**src/hdl/phb_regs.svh**
```systemverilog
`ifndef PHB_REGS_SVH
`define PHB_REGS_SVH

`define PHB_NUM_EP 2
`define PHB_NUM_IRQ 224
`define PHB_INTX_BASE_ID 200
`define PHB_SERR_ID 207
`define PHB_IOMMU_IRQ_LO 103
`define PHB_IOMMU_IRQ_HI 111
`define PHB_IOMMU_BASE 32'h2B40_0000
`define PHB_IOMMU_LAST 32'h2B4F_FFFF
`define PHB_IOMMU_SELF_ID 17'h1_0000
`define PHB_INT_PIN_VAL 8'h01
`define PHB_EP0_DEV_RST 5'h00
`define PHB_EP1_DEV_RST 5'h02
`define PHB_BUS_RST 8'h00
`define PHB_MSI_WIN_BASE 32'h2F02_0000
`define PHB_MSI_WIN_MASK 32'hFFFF_0000

`endif

```
**src/hdl/phb_pkg.sv**
```systemverilog
package phb_pkg;
    typedef struct packed {
        logic valid;
        logic write;
        logic [31:0] addr;
        logic [31:0] data;
    } phb_bus_s;
    typedef struct packed {
        logic [7:0] bus;
        logic [4:0] dev;
        logic [2:0] func;
    } phb_rid_s;
    typedef struct packed {
        logic msix_en;
        logic cfg_region_bar_wide;
        logic vector_table_bar_wide;
        logic pending_array_bar_wide;
    } phb_epcfg_s;
    typedef enum logic [2:0] {
        PHB_ROUTE_IDLE = 3'b001,
        PHB_ROUTE_LOCAL = 3'b010,
        PHB_ROUTE_FWD = 3'b100
    } phb_route_e;
endpackage

```
**src/hdl/phb_intx_swizzle.sv**
```systemverilog
`timescale 1ns/1ns
`default_nettype none
`include "phb_regs.svh"
module phb_intx_swizzle
    import phb_pkg::*;
(
    input wire logic core_clk_in,
    input wire logic resetn_in,
    input wire logic [3:0] endpoint_pin_index_in,
    input wire logic [4:0] dev_in,
    output logic [3:0] swizzled_line_index_out
);
    // sync: pins come from outside the clock domain
    logic [3:0] meta_r;
    logic [3:0] sync_r;
    logic [3:0] rot_w;
    always_ff @(posedge core_clk_in or negedge resetn_in) begin
        if (!resetn_in) begin
            meta_r <= 4'h0;
            sync_r <= 4'h0;
        end else begin
            meta_r <= endpoint_pin_index_in;
            sync_r <= meta_r;
        end
    end
    genvar g;
    generate
        for (g = 0; g < 4; g = g + 1) begin : g_rot
            wire [1:0] src_w = 2'(g) - dev_in[1:0];
            assign rot_w[g] = sync_r[src_w];
        end
    endgenerate
    assign swizzled_line_index_out = rot_w;
endmodule
`default_nettype wire

```
**src/hdl/phb_top.sv**
```systemverilog
// Function
// - line = (device + pin) modulo four
// - intx on ids 200-203, serr on 207
// - interrupt pin register reads fixed one
// - stream id equals 16-bit requester id
// - msi device id equals requester id
// - iommu self id default 0x10000, configurable
// - msi payload rewritten with originator id
// - msi-x capability only when enabled
// - three bars, each 32 or 64 wide
// - bus 0-0xFF, device 0-0x1F configurable
// - reset devices 0 and 2, bus 0
// - iommu interrupts on ids 103-111
// - iommu registers at 0x2B400000-0x2B4FFFFF
// - iommu event output to clusters
// - endpoint dma passes through iommu
// - unclaimed slave traffic forwarded unchanged
// - 224 interrupt lines to controller
// - reset returns all state to initial
// - no ras error recording provided
`timescale 1ns/1ns
`default_nettype none
`include "phb_regs.svh"
module phb_top
    import phb_pkg::*;
(
    input wire logic core_clk_in,
    input wire logic resetn_in,
    input wire phb_bus_s slv_req_in,
    output phb_bus_s fwd_req_out,
    output logic iommu_sel_out,
    input wire logic [7:0] ep0_bus_in,
    input wire logic [4:0] ep0_dev_in,
    input wire logic [7:0] ep1_bus_in,
    input wire logic [4:0] ep1_dev_in,
    input wire logic cfg_load_in,
    input wire phb_epcfg_s ep0_cfg_in,
    input wire phb_epcfg_s ep1_cfg_in,
    input wire logic [16:0] iommu_self_msg_id_in,
    input wire logic iommu_self_id_load_in,
    input wire logic [3:0] ep0_pins_in,
    input wire logic [3:0] ep1_pins_in,
    input wire logic [1:0] serr_in,
    input wire logic [8:0] iommu_irq_in,
    input wire logic iommu_event_in,
    input wire phb_bus_s ep0_dma_in,
    input wire phb_bus_s ep1_dma_in,
    input wire logic dma_sel_in,
    input wire logic [31:0] iommu_xlat_addr_in,
    output phb_bus_s dma_out,
    output logic [15:0] stream_id_out,
    output logic [16:0] msi_dev_id_out,
    output logic [7:0] ep0_int_pin_out,
    output logic [7:0] ep1_int_pin_out,
    output phb_epcfg_s ep0_cfg_out,
    output phb_epcfg_s ep1_cfg_out,
    output phb_rid_s ep0_rid_out,
    output phb_rid_s ep1_rid_out,
    output logic [16:0] iommu_self_msg_id_out,
    output logic cluster_event_out,
    output logic [223:0] irq_lines_out
);
    phb_rid_s rid0_r;
    phb_rid_s rid1_r;
    phb_epcfg_s cfg0_r;
    phb_epcfg_s cfg1_r;
    logic [16:0] self_id_r;
    phb_bus_s fwd_r;
    logic sel_r;
    phb_bus_s dma_r;
    logic [15:0] sid_r;
    logic [16:0] msi_id_r;
    logic [3:0] line0_w;
    logic [3:0] line1_w;
    logic [3:0] intx_w;
    logic [1:0] serr_meta_r;
    logic [1:0] serr_sync_r;
    logic [8:0] mmu_meta_r;
    logic [8:0] mmu_sync_r;
    logic ev_meta_r;
    logic ev_sync_r;
    logic [223:0] irq_r;
    logic [223:0] irq_nxt;

    phb_intx_swizzle u_swz0 (
        .core_clk_in(core_clk_in),
        .resetn_in(resetn_in),
        .endpoint_pin_index_in(ep0_pins_in),
        .dev_in(rid0_r.dev),
        .swizzled_line_index_out(line0_w)
    );
    phb_intx_swizzle u_swz1 (
        .core_clk_in(core_clk_in),
        .resetn_in(resetn_in),
        .endpoint_pin_index_in(ep1_pins_in),
        .dev_in(rid1_r.dev),
        .swizzled_line_index_out(line1_w)
    );
    assign intx_w = line0_w | line1_w;

    // reset defaults dev 0 and 2
    always_ff @(posedge core_clk_in or negedge resetn_in) begin
        if (!resetn_in) begin
            rid0_r <= '{bus: `PHB_BUS_RST, dev: `PHB_EP0_DEV_RST, func: 3'h0};
            rid1_r <= '{bus: `PHB_BUS_RST, dev: `PHB_EP1_DEV_RST, func: 3'h0};
            cfg0_r <= '0;
            cfg1_r <= '0;
        end else if (cfg_load_in) begin
            rid0_r <= '{bus: ep0_bus_in, dev: ep0_dev_in, func: 3'h0};
            rid1_r <= '{bus: ep1_bus_in, dev: ep1_dev_in, func: 3'h0};
            cfg0_r <= ep0_cfg_in;
            cfg1_r <= ep1_cfg_in;
        end
    end
    assign ep0_rid_out = rid0_r;
    assign ep1_rid_out = rid1_r;
    assign ep0_cfg_out = cfg0_r;
    assign ep1_cfg_out = cfg1_r;
    assign ep0_int_pin_out = `PHB_INT_PIN_VAL;
    assign ep1_int_pin_out = `PHB_INT_PIN_VAL;

    always_ff @(posedge core_clk_in or negedge resetn_in) begin
        if (!resetn_in) begin
            self_id_r <= `PHB_IOMMU_SELF_ID;
        end else if (iommu_self_id_load_in) begin
            self_id_r <= iommu_self_msg_id_in;
        end
    end
    // 17 bits so self id clears 16-bit range
    assign iommu_self_msg_id_out = self_id_r;

    wire claim_w = slv_req_in.valid && (slv_req_in.addr >= `PHB_IOMMU_BASE)
        && (slv_req_in.addr <= `PHB_IOMMU_LAST);
    always_ff @(posedge core_clk_in or negedge resetn_in) begin
        if (!resetn_in) begin
            fwd_r <= '0;
            sel_r <= 1'b0;
        end else begin
            fwd_r <= claim_w ? '0 : slv_req_in;
            sel_r <= claim_w;
        end
    end
    assign fwd_req_out = fwd_r;
    assign iommu_sel_out = sel_r;

    // dma arbitration into the iommu path
    wire phb_bus_s dma_w = dma_sel_in ? ep1_dma_in : ep0_dma_in;
    wire phb_rid_s rid_w = dma_sel_in ? rid1_r : rid0_r;
    wire is_msi_w = dma_w.valid && dma_w.write
        && ((dma_w.addr & `PHB_MSI_WIN_MASK) == `PHB_MSI_WIN_BASE);
    always_ff @(posedge core_clk_in or negedge resetn_in) begin
        if (!resetn_in) begin
            dma_r <= '0;
            sid_r <= 16'h0000;
            msi_id_r <= 17'h0_0000;
        end else begin
            dma_r <= dma_w;
            sid_r <= rid_w;
            msi_id_r <= {1'b0, rid_w};
            if (dma_w.valid) begin
                dma_r.addr <= iommu_xlat_addr_in;
            end
            if (is_msi_w) begin
                dma_r.data <= {16'h0000, rid_w};
            end
        end
    end
    assign dma_out = dma_r;
    assign stream_id_out = sid_r;
    assign msi_dev_id_out = msi_id_r;

    // synchronise async interrupt sources
    always_ff @(posedge core_clk_in or negedge resetn_in) begin
        if (!resetn_in) begin
            serr_meta_r <= 2'h0;
            serr_sync_r <= 2'h0;
            mmu_meta_r <= 9'h000;
            mmu_sync_r <= 9'h000;
            ev_meta_r <= 1'b0;
            ev_sync_r <= 1'b0;
        end else begin
            serr_meta_r <= serr_in;
            serr_sync_r <= serr_meta_r;
            mmu_meta_r <= iommu_irq_in;
            mmu_sync_r <= mmu_meta_r;
            ev_meta_r <= iommu_event_in;
            ev_sync_r <= ev_meta_r;
        end
    end
    assign cluster_event_out = ev_sync_r;

    always_comb begin
        irq_nxt = '0;
        irq_nxt[`PHB_INTX_BASE_ID +: 4] = intx_w;
        irq_nxt[`PHB_SERR_ID] = |serr_sync_r;
        irq_nxt[`PHB_IOMMU_IRQ_HI:`PHB_IOMMU_IRQ_LO] = mmu_sync_r;
    end
    always_ff @(posedge core_clk_in or negedge resetn_in) begin
        if (!resetn_in) begin
            irq_r <= '0;
        end else begin
            irq_r <= irq_nxt;
        end
    end
    assign irq_lines_out = irq_r;

    a_intx_or: assert property (@(posedge core_clk_in) disable iff (!resetn_in)
        irq_r[203:200] == $past(intx_w))
        else $error("intx line not or of pins");
    a_serr_line: assert property (@(posedge core_clk_in) disable iff (!resetn_in)
        irq_r[207] == $past(|serr_sync_r))
        else $error("serr id wrong");
    a_pin_fixed: assert property (@(posedge core_clk_in) disable iff (!resetn_in)
        ep0_int_pin_out == 8'h01 && ep1_int_pin_out == 8'h01)
        else $error("interrupt pin not one");
    a_sid_rid: assert property (@(posedge core_clk_in) disable iff (!resetn_in)
        dma_w.valid |=> stream_id_out == $past(rid_w))
        else $error("stream id mismatch");
    a_msi_rewrite: assert property (@(posedge core_clk_in) disable iff (!resetn_in)
        is_msi_w |=> dma_out.data[15:0] == $past(rid_w))
        else $error("msi payload not rewritten");
    a_fwd_claim: assert property (@(posedge core_clk_in) disable iff (!resetn_in)
        (slv_req_in.valid && !claim_w) |=> fwd_req_out == $past(slv_req_in))
        else $error("unclaimed not forwarded");
    a_win_claim: assert property (@(posedge core_clk_in) disable iff (!resetn_in)
        (slv_req_in.valid && slv_req_in.addr[31:20] == 12'h2B4) |=> iommu_sel_out && !fwd_req_out.valid)
        else $error("iommu window not claimed");
    a_mmu_irq: assert property (@(posedge core_clk_in) disable iff (!resetn_in)
        irq_r[111:103] == $past(mmu_sync_r) && irq_r[102:0] == '0)
        else $error("iommu irq lines wrong");
    a_event_lat: assert property (@(posedge core_clk_in) disable iff (!resetn_in)
        $rose(iommu_event_in) ##1 iommu_event_in |=> cluster_event_out)
        else $error("event not passed");
    a_self_id: assert property (@(posedge core_clk_in) disable iff (!resetn_in)
        iommu_self_id_load_in |=> iommu_self_msg_id_out == $past(iommu_self_msg_id_in))
        else $error("self id not loaded");

    // settle count: sync stages still hold reset values at first
    // so latency checks wait until real pin history exists
    logic [1:0] up_r;
    always_ff @(posedge core_clk_in or negedge resetn_in) begin
        if (!resetn_in) begin
            up_r <= 2'h0;
        end else if (up_r != 2'h3) begin
            up_r <= up_r + 2'h1;
        end
    end

    // reset and numbering
    a_rst_rid: assert property (@(posedge core_clk_in) disable iff (!resetn_in)
        (up_r == 2'h0) |-> ep0_rid_out.bus == `PHB_BUS_RST && ep0_rid_out.dev == `PHB_EP0_DEV_RST
        && ep1_rid_out.bus == `PHB_BUS_RST && ep1_rid_out.dev == `PHB_EP1_DEV_RST)
        else $error("reset numbering wrong");
    a_rst_state: assert property (@(posedge core_clk_in) disable iff (!resetn_in)
        (up_r == 2'h0) |-> irq_lines_out == '0 && dma_out == '0 && fwd_req_out == '0
        && !iommu_sel_out && iommu_self_msg_id_out == `PHB_IOMMU_SELF_ID)
        else $error("state not initial after reset");
    a_rid_load: assert property (@(posedge core_clk_in) disable iff (!resetn_in)
        cfg_load_in |=> ep0_rid_out == {$past(ep0_bus_in), $past(ep0_dev_in), 3'h0}
        && ep1_rid_out == {$past(ep1_bus_in), $past(ep1_dev_in), 3'h0})
        else $error("numbering not loaded");
    a_rid_hold: assert property (@(posedge core_clk_in) disable iff (!resetn_in)
        !cfg_load_in |=> $stable(ep0_rid_out) && $stable(ep1_rid_out))
        else $error("numbering changed without load");
    a_cfg_load: assert property (@(posedge core_clk_in) disable iff (!resetn_in)
        cfg_load_in |=> ep0_cfg_out == $past(ep0_cfg_in)
        && ep1_cfg_out == $past(ep1_cfg_in))
        else $error("endpoint options not loaded");
    a_bar_hold: assert property (@(posedge core_clk_in) disable iff (!resetn_in)
        !cfg_load_in |=> $stable(ep0_cfg_out) && $stable(ep1_cfg_out))
        else $error("bar widths changed without load");
    a_self_hold: assert property (@(posedge core_clk_in) disable iff (!resetn_in)
        !iommu_self_id_load_in |=> $stable(iommu_self_msg_id_out))
        else $error("self id changed without load");

    // slave and dma paths
    a_fwd_idle: assert property (@(posedge core_clk_in) disable iff (!resetn_in)
        !slv_req_in.valid |=> !iommu_sel_out && !fwd_req_out.valid)
        else $error("idle slave cycle not idle");
    a_sel_only_win: assert property (@(posedge core_clk_in) disable iff (!resetn_in)
        iommu_sel_out |-> $past(slv_req_in.valid)
        && $past(slv_req_in.addr[31:20]) == 12'h2B4)
        else $error("iommu selected outside window");
    a_fwd_sel_excl: assert property (@(posedge core_clk_in) disable iff (!resetn_in)
        iommu_sel_out |-> fwd_req_out == '0)
        else $error("claimed request forwarded");
    a_msi_id_rid: assert property (@(posedge core_clk_in) disable iff (!resetn_in)
        dma_w.valid |=> msi_dev_id_out == {1'b0, $past(rid_w)})
        else $error("msi device id mismatch");
    a_sid_msi: assert property (@(posedge core_clk_in) disable iff (!resetn_in)
        stream_id_out == msi_dev_id_out[15:0] && !msi_dev_id_out[16])
        else $error("stream id and device id differ");
    a_dma_addr: assert property (@(posedge core_clk_in) disable iff (!resetn_in)
        dma_w.valid |=> dma_out.valid && dma_out.addr == $past(iommu_xlat_addr_in))
        else $error("dma not translated");
    a_dma_idle: assert property (@(posedge core_clk_in) disable iff (!resetn_in)
        !dma_w.valid |=> !dma_out.valid)
        else $error("dma valid without request");
    a_dma_plain: assert property (@(posedge core_clk_in) disable iff (!resetn_in)
        (dma_w.valid && !is_msi_w) |=> dma_out.data == $past(dma_w.data))
        else $error("plain dma data altered");

    // interrupt timing
    a_irq_unused: assert property (@(posedge core_clk_in) disable iff (!resetn_in)
        irq_r[223:208] == '0 && irq_r[206:204] == '0 && irq_r[199:112] == '0)
        else $error("unassigned interrupt line active");
    a_ep0_pin0: assert property (@(posedge core_clk_in) disable iff (!resetn_in)
        (up_r == 2'h3) |-> line0_w[rid0_r.dev[1:0]] == $past(ep0_pins_in[0], 2))
        else $error("endpoint zero first pin misrouted");
    a_ep1_pin0: assert property (@(posedge core_clk_in) disable iff (!resetn_in)
        (up_r == 2'h3) |-> line1_w[rid1_r.dev[1:0]] == $past(ep1_pins_in[0], 2))
        else $error("endpoint one first pin misrouted");
    a_serr_lat: assert property (@(posedge core_clk_in) disable iff (!resetn_in)
        (up_r == 2'h3) |-> irq_r[207] == $past(|serr_in, 3))
        else $error("serr line latency wrong");
    a_mmu_lat: assert property (@(posedge core_clk_in) disable iff (!resetn_in)
        (up_r == 2'h3) |-> irq_r[111:103] == $past(iommu_irq_in, 3))
        else $error("iommu irq latency wrong");
    a_event_delay: assert property (@(posedge core_clk_in) disable iff (!resetn_in)
        (up_r == 2'h3) |-> cluster_event_out == $past(iommu_event_in, 2))
        else $error("event latency wrong");
    a_event_fall: assert property (@(posedge core_clk_in) disable iff (!resetn_in)
        $fell(iommu_event_in) ##1 !iommu_event_in |=> !cluster_event_out)
        else $error("event not released");
endmodule
`default_nettype wire

```
**config.mk**
```make
export PLATFORM = sky130hd
export DESIGN_NAME = phb_top
export DESIGN_NICKNAME = d
export VERILOG_FILES = /design/src/hdl/phb_pkg.sv /design/src/hdl/phb_intx_swizzle.sv /design/src/hdl/phb_top.sv
export VERILOG_INCLUDE_DIRS = /design/src /design/src/hdl
export SDC_FILE = /design/constraint.sdc
export NUM_CORES = 1
export LEC_CHECK = 0
export ABC_AREA = 1
export BUFFER_PORTS_ARGS = -buffer_cell sky130_fd_sc_hd__buf_2
export CAP_MARGIN = 5
export CORE_AREA = 5 5 296 298
export CTS_CLUSTER_SIZE = 8
export DETAILED_ROUTE_END_ITERATION = 16
export DIE_AREA = 0 0 301 303
export GPL_TIMING_DRIVEN = 0
export REMOVE_ABC_BUFFERS = 1
export SYNTH_ARGS = -nofsm -noshare
export SYNTH_HDL_FRONTEND = slang
export SYNTH_SLANG_ARGS = --single-unit
```
**constraint.sdc**
```tcl
create_clock -name core_clk_in -period 1.8 [get_ports core_clk_in]
set_clock_uncertainty 0.2 [all_clocks]
set_input_delay 0 -clock core_clk_in [delete_from_list [all_inputs] [get_ports core_clk_in]]
set_output_delay 0 -clock core_clk_in [all_outputs]
set_load 0.01 [all_outputs]
```
==> results of run 1 <==
## where the power goes
part	internal [mW]	leakage [nW]	switching, mW
clock network	4.04	0.538	2.81
registers	6.09	2.94	0.240
logic	1.64	6.97	1.74
## synth_stat cells (6+ instances only)
cell type	count
nand2_1	283
buf_4	255
dfrtp_1	249
inv_1	111
o21ai_0	50
nor2_1	44
mux2_2	37
clkbuf_1	28
a31oi_1	21
mux2i_1	19
nand3_1	17
nor2_2	11
buf_2	10
buf_6	6
## area by class of cell
class | count | area, sq um
clock buffers | 50 | 1040
clock inverters | 7 | 73.8
repair buffers | 1038 | 7900
flip-flops and latches | 251 | 6280
inverters | 114 | 448
multi-input cells | 747 | 3500
diodes | 7 | 17.5
well taps | 1144 | 1430
fillers | 8866 | 63900
## how the worst min path moves through the flow
stage / startpoint / to / slack [ps] / depth (start not counted)
floorplan: resetn_in / cluster_event_out / -500 / 0
global placement: iommu_irq_in[7] / mmu_meta_r[7] / -90 / 1
detailed placement: resetn_in / dma_out[59] / -250 / 1
CTS: ep1_dma_in[1] / dma_out[1] / 1 / 4
global route: slv_req_in[4] / fwd_req_out[4] / 20 / 4
finish: slv_req_in[4] / fwd_req_out[4] / 40 / 4
## cells in the final DEF, fill, tap and decap left out, types with 3 or more instances in the layout
master / Yosys / routed
buf_2: 10 / 527
dlygate4sd3_1: 0 / 494
nand2_1: 283 / 281
dfrtp_1: 249 / 249
conb_1: 2 / 239
inv_1: 111 / 111
o21ai_0: 50 / 49
nor2_1: 44 / 44
clkbuf_16: 0 / 40
mux2_2: 37 / 36
a31oi_1: 21 / 21
mux2i_1: 19 / 19
nand3_1: 17 / 16
nor2_2: 11 / 10
clkbuf_1: 28 / 9
diode_2: 0 / 7
nand2_2: 4 / 6
buf_12: 0 / 5
nor3_1: 3 / 3
o21ai_1: 2 / 3
nor2_4: 2 / 3
o211ai_1: 3 / 3
buf_16: 0 / 3
## sequential cells by signal, summed over array words and instances, names as in the netlist, 9 cells and up
signal and flops:
irq_lines_out 14, dma_out 66, mmu_meta_r 9, ep1_rid_out 13
mmu_sync_r 9, stream_id_out 13, fwd_req_out 66, ep0_rid_out 13
iommu_self_msg_id_out 17
## metal layers
metal	wire length [um]	GRT usage, %
met1	21000	12.6
met2	26300	18.8
met3	5510	4.10
met4	2840	5.32
met5	24	0
## worst max-delay path, delay by kind of cell
family                 cells  cell delay, ps
and+or+nand+nor            4             310
buffers and inverters      4            1790
## timing repair
item,4_1_cts,5_1_grt
gates resized for setup,10,9
setup endpoints to repair,53,147
gates cloned,1,2
hold endpoints to repair,464,6
hold buffers,505,1
pin swaps,4,3
buffers inserted,6,0
## cells by family (layout without fill, tap and decap cells)
group,count (synthesis),count (layout)
xor+xnor,2,2
buf+inv,414,1209
simple gates,370,371
flops,251,251
other cells,2,246
compound gates,79,79
mux,56,56
## through the flow
step	utilization, %	hold WS, ps	area, sq um	power, mW
after floorplan	-	-496	10200	7.30
final	24.4	37.7	20700	16.5
after detailed placement	17.0	-249	14400	8.68
after CTS	24.5	1.36	20700	16.8
after global placement	16.8	-91.0	14200	8.63
after global routing	24.4	20.5	20700	17.4
==> impl_metrics.py, run 1 <==
metrics = {
    "status": {
        "status": "finished, violations left",
        "failed_checks": "negative setup slack",
    },
    "sta": {
        "post-route-period-util_pct": 105,
        "rsz0062_at_grt": "true",
        "final_max_slew_viol_count": 0,
        "max_freq_ghz": 0.529,
        "slew_headroom_pct": 37.4,
        "setup_ws_ps": -92.0,
        "worst_pin_slew_ps": 937,
        "finalSetupViolCount": 8,
        "finalHoldViolations": 0,
        "period_minus_slack_ps": 1890,
        "fin_setup_tns_ps": -200,
    },
    "die": {
        "die_x_um": 301,
        "rows": 107,
        "io_pins": 770,
        "initial_core_util_pct": 13.5,
        "fp.coreArea_sq_um": 84600,
        "dieHeight_um": 303,
        "die_area_sq_um": 91200,
    },
    "hold_path": {
        "min_path_type": "primary input to flip-flop",
    },
    "worst_setup_path": {
        "slowest_delay_ps": 570,
        "r2r_start": "ep1_rid_out[9]",
        "cp_max_fo": 1,
        "startpoint": "ep1_dma_in[11]",
        "required_ps": 2020,
        "cp-end-kind": "flip-flop",
        "rr_worst_depth": 5,
        "startpoint_type": "primary input",
        "cp_slowest_cell": "dlygate4sd3_1",
        "critical_path_class": "primary input to flip-flop",
        "endpoint": "dma_out[11]",
        "rr_endpoint": "dma_out[9]",
        "arrival_ps": 2110,
        "crit_chain": "dlygate4sd3_1 > buf_2 > nand2_1 > dlygate4sd3_1 > nand2_1 > dlygate4sd3_1 > nand2_1 > nand2_2",
        "worst-r2r-setup-slack_ps": 110,
    },
    "placed_design": {
        "place_inst": 2790,
        "post-place-ws_ps": -2050,
        "io_buffers": 530,
        "dp_hpwl_um": 34900,
        "gp_congestion": 0.824,
    },
    "synth": {
        "synthCells": 1174,
        "synthAdderAreaFrac_pct": 0,
        "synthSimpleGateAreaFrac_pct": 13.0,
        "avgSynthCellArea_sq_um": 9.72,
        "synth_top_family_by_area": "buffers and inverters",
        "synth_edf_count": 0,
        "synthArstFlopShare_pct": 100,
        "synthXorXnorAreaFrac_pct": 0.154,
        "synth.distinct_cells": 34,
        "synth-compound-area-share_pct": 3.82,
        "ys_warn_count": 0,
        "synth_ff_type": "dfrtp_1",
        "synth-seq-cells": 251,
        "yosys.area.top_type_share_pct": 54.6,
        "synth-seq-area-share_pct": 55.1,
        "synth.area.mux_share_pct": 5.32,
        "synthTopCellsByArea": "dfrtp_1 (55%), buf_4 (17%), nand2_1 (9.3%)",
        "yosysTopAreaCell": "dfrtp_1",
        "synth_area_sq_um": 11400,
    },
    "cts": {
        "path_clk_slew_ps": 60,
        "numCtsBuffers": 39,
        "htree_levels": 2,
        "cts_root_buffer": "clkbuf_16",
        "clockBufferDepth": 3,
        "tritoncts": "yes",
        "cts_sinks": 251,
        "clk_latency_ps": 550,
    },
    "pwr": {
        "p_leak_nw": 10.4,
        "p_per_area_nw_per_um2": 800,
        "worst_ir_drop_vdd_mv": 0.614,
    },
    "global_routing": {
        "grt_max_degree": 108,
        "grt_pass1_vias": 12400,
        "antenna_found_initial": 4,
        "grt_pass1_wl_um": 76500,
        "grt-ovfl-total": 0,
        "grt_usage_pct": 11.1,
    },
    "drt": {
        "drt-total-wl_um": 55700,
        "ant_nets": 0,
        "vias_per_cell": 3.41,
        "num_vias": 11500,
        "drt_iter0_drc": 731,
        "dr.pass1.iters": 7,
        "wl_per_cell_um": 16.6,
        "drc_errors": 0,
    },
    "finish": {
        "synthToLayoutAreaGrowth_pct": 81.3,
        "nets": 2497,
        "final_cells": 3358,
        "drive_above_1_share_pct": 29.9,
    },
    "job": {
        "max-cap-violations": 0,
    },
}
(Power assumes the default switching activity.)
==> run 2, diff against run 1 <==
- ABC_AREA: 1 -> default
- CORE_AREA: 5 5 296 298 -> 5 5 299 301
- DIE_AREA: 0 0 301 303 -> 0 0 304 306
==> run 2 against run 1 <==
Compared with the run above: the run ends with negative hold slack, negative setup slack left; die area grew 2.0%; sequential share of layout area increased by 0.97 points; first-iteration DRC count is 57% lower; critical endpoint is now iommu_self_msg_id_out[3]; highest routed layer unchanged.
==> impl_metrics.py, run 2 <==
metrics = {
    "status": {
        "status": "finished, violations left",
        "failed_checks": "negative hold slack, negative setup slack",
    },
    "worst_setup_path": {
        "arrival_ps": 2030,
        "cp_max_fo": 1,
        "cp-end-kind": "flip-flop",
        "critical_path_class": "primary input to flip-flop",
        "startpoint_type": "primary input",
        "required_ps": 2030,
    },
    "synth": {
        "ys_warn_count": 0,
        "yosysTopAreaCell": "dfrtp_1",
        "synth_common_cells": "buf_4 (255), dfrtp_1 (249), mux2_2 (96)",
        "synth_edf_count": 0,
        "synth_area_sq_um": 11000,
        "avgSynthCellArea_sq_um": 12.5,
        "synth-seq-area-share_pct": 57.2,
        "synth_ff_type": "dfrtp_1",
        "synthCells": 878,
        "synthTopCellsByArea": "dfrtp_1 (57%), buf_4 (17%), mux2_2 (9.8%)",
        "synth_most_common_cell": "buf_4",
        "synth.distinct_cells": 27,
        "yosys.area.top_type_share_pct": 56.7,
        "synthArstFlopShare_pct": 100,
        "synth-seq-cells": 251,
    },
    "finish": {
        "post-route-util_pct": 23.2,
        "layout_commonest_cell": "buf_2",
        "nets": 2168,
        "fin_area_sq_um": 20000,
        "synthToLayoutAreaGrowth_pct": 82.5,
        "drive_above_1_share_pct": 38.0,
        "final_cell_mix": "buf_2 (528), dlygate4sd3_1 (437), dfrtp_1 (248)",
    },
    "sta": {
        "rsz0062_at_grt": "false",
        "period_minus_slack_ps": 1800,
        "max_freq_ghz": 0.554,
        "post-route-period-util_pct": 100,
        "whs_ps": -603,
        "final_max_slew_viol_count": 0,
        "finalSetupViolCount": 3,
        "setup_ws_ps": -3.56,
        "worst_pin_slew_ps": 1080,
        "finalHoldViolations": 38,
        "slew_headroom_pct": 27.8,
    },
    "drt": {
        "dr.pass1.iters": 4,
        "met3_length_um": 3820,
        "m1WireLength_um": 17700,
        "dr_wl_met2_um": 23800,
        "wl_per_cell_um": 16.0,
        "num_vias": 9669,
        "ant_nets": 0,
        "vias_per_cell": 3.18,
        "drc_errors": 0,
        "drt-total-wl_um": 48500,
        "drt_iter0_drc": 315,
        "top_layer": "met5",
    },
    "cts": {
        "tritoncts": "yes",
        "clk_latency_ps": 560,
        "clockBufferDepth": 3,
        "path_clk_slew_ps": 50,
        "numCtsBuffers": 39,
        "cts_root_buffer": "clkbuf_16",
        "cts_sinks": 251,
        "htree_levels": 2,
    },
    "die": {
        "die_area_sq_um": 93000,
        "initial_core_util_pct": 12.7,
        "io_pins": 770,
        "dieHeight_um": 306,
        "die_x_um": 304,
        "rows": 108,
        "fp.coreArea_sq_um": 86300,
    },
    "global_routing": {
        "grt_pass1_wl_um": 68000,
        "grt_usage_pct": 9.58,
        "grt_max_degree": 112,
        "antenna_found_initial": 3,
        "grt_pass1_vias": 10900,
        "grt-ovfl-total": 0,
    },
    "pwr": {
        "worst_ir_drop_vdd_mv": 0.718,
        "p_total_mw": 16.5,
        "p_leak_nw": 9.56,
        "p_per_area_nw_per_um2": 824,
    },
    "placed_design": {
        "gp_congestion": 0.831,
        "dp_hpwl_um": 29600,
        "io_buffers": 530,
        "post-place-ws_ps": -3180,
        "placed_cell_area_sq_um": 14100,
    },
    "hold_path": {
        "min_path_type": "primary input to flip-flop",
    },
    "job": {
        "max-cap-violations": 0,
    },
}
run 2: cell types whose count changed after synthesis, sizes merged, moves of 4 or more:
cell   before  now
inv       113    1
mux2i      19   57
and2        1   59
nand3      18    0
a31oi      21    0
nor2       57   19
o21ai      53   37
nor4b       0    4
mux2       37   96
buf       272  263
nand2     287   41
run 2: where the power goes:
group	total (mW)	leakage (nW)	internal, mW	switching (mW)
Clock	7.04	0.562	4.24	2.80
Combinational	3.14	6.07	1.64	1.50
Sequential	6.33	2.93	6.09	0.241
run 2: worst paths after layout:
check                                        startpoint                       end  slack [ps]  cells after the start
worst min-delay path                     slv_req_in[62]           fwd_req_out[62]        -600                      1
worst max-delay path            iommu_self_msg_id_in[3]  iommu_self_msg_id_out[3]          -4                      5
max in group asynchronous                     resetn_in               dma_out[37]         170                      4
min in group asynchronous                     resetn_in         stream_id_out[15]         330                      3
worst min register to register            mmu_sync_r[1]        irq_lines_out[104]         140                      0
worst max register to register           ep0_rid_out[7]          stream_id_out[7]          60                      2
run 2: what timing repair did:
action | CTS | global route
hold buffers | 444 | 1
pin swaps | 3 | 3
endpoints found under the setup margin | 125 | 118
resized for setup | 13 | 4
endpoints found under the hold margin | 466 | 43
buffers inserted | 8 | 9
gates cloned | 5 | 3
run 2: layout make-up:
class,instances,area (sq um)
fillers,9018,66300
repair buffers,998,7550
flip-flops and latches,251,6280
multi-input cells,571,3590
well taps,1155,1450
clock buffers,54,1060
clock inverters,5,108
diodes,2,5.00
inverters,1,3.75
run 2: cell families (layout without fill, tap and decap cells):
family | count (synthesis) | in the layout | share of synthesized area (%)
flip-flops | 251 | 251 | 57.2
AND/OR/NAND/NOR | 135 | 135 | 6.57
multiplexers | 153 | 155 | 15.0
AO/OA/AOI/OAI | 42 | 42 | 2.21
buffers and inverters | 295 | 1058 | 18.9
other | 2 | 241 | 0.0684
run 2: metrics by stage:
stage          cells  setup TNS [ps]  hold slack (ps)
2_1_floorplan    821          -36940             -496
3_3_place_gp    2506        -1461850            -91.1
3_5_place_dp    2514         -191470             -235
4_1_cts         3030               0             -649
5_1_grt         3036               0             -629
6_report        3037           -7.55             -603
run 2: layer usage:
metal | track usage (%) | vias up
met1 | 10.3 | 4649
met3 | 2.92 | 138
met4 | 5.78 | 2
met2 | 16.6 | 541
li1 | - | 4339
met5 | 0 | -
run 2: worst max-delay path, stage by stage:
cell and delay (ps):
dlygate4sd3_1 540, buf_2 120, dlygate4sd3_1 550, mux2_2 260
dlygate4sd3_1 560
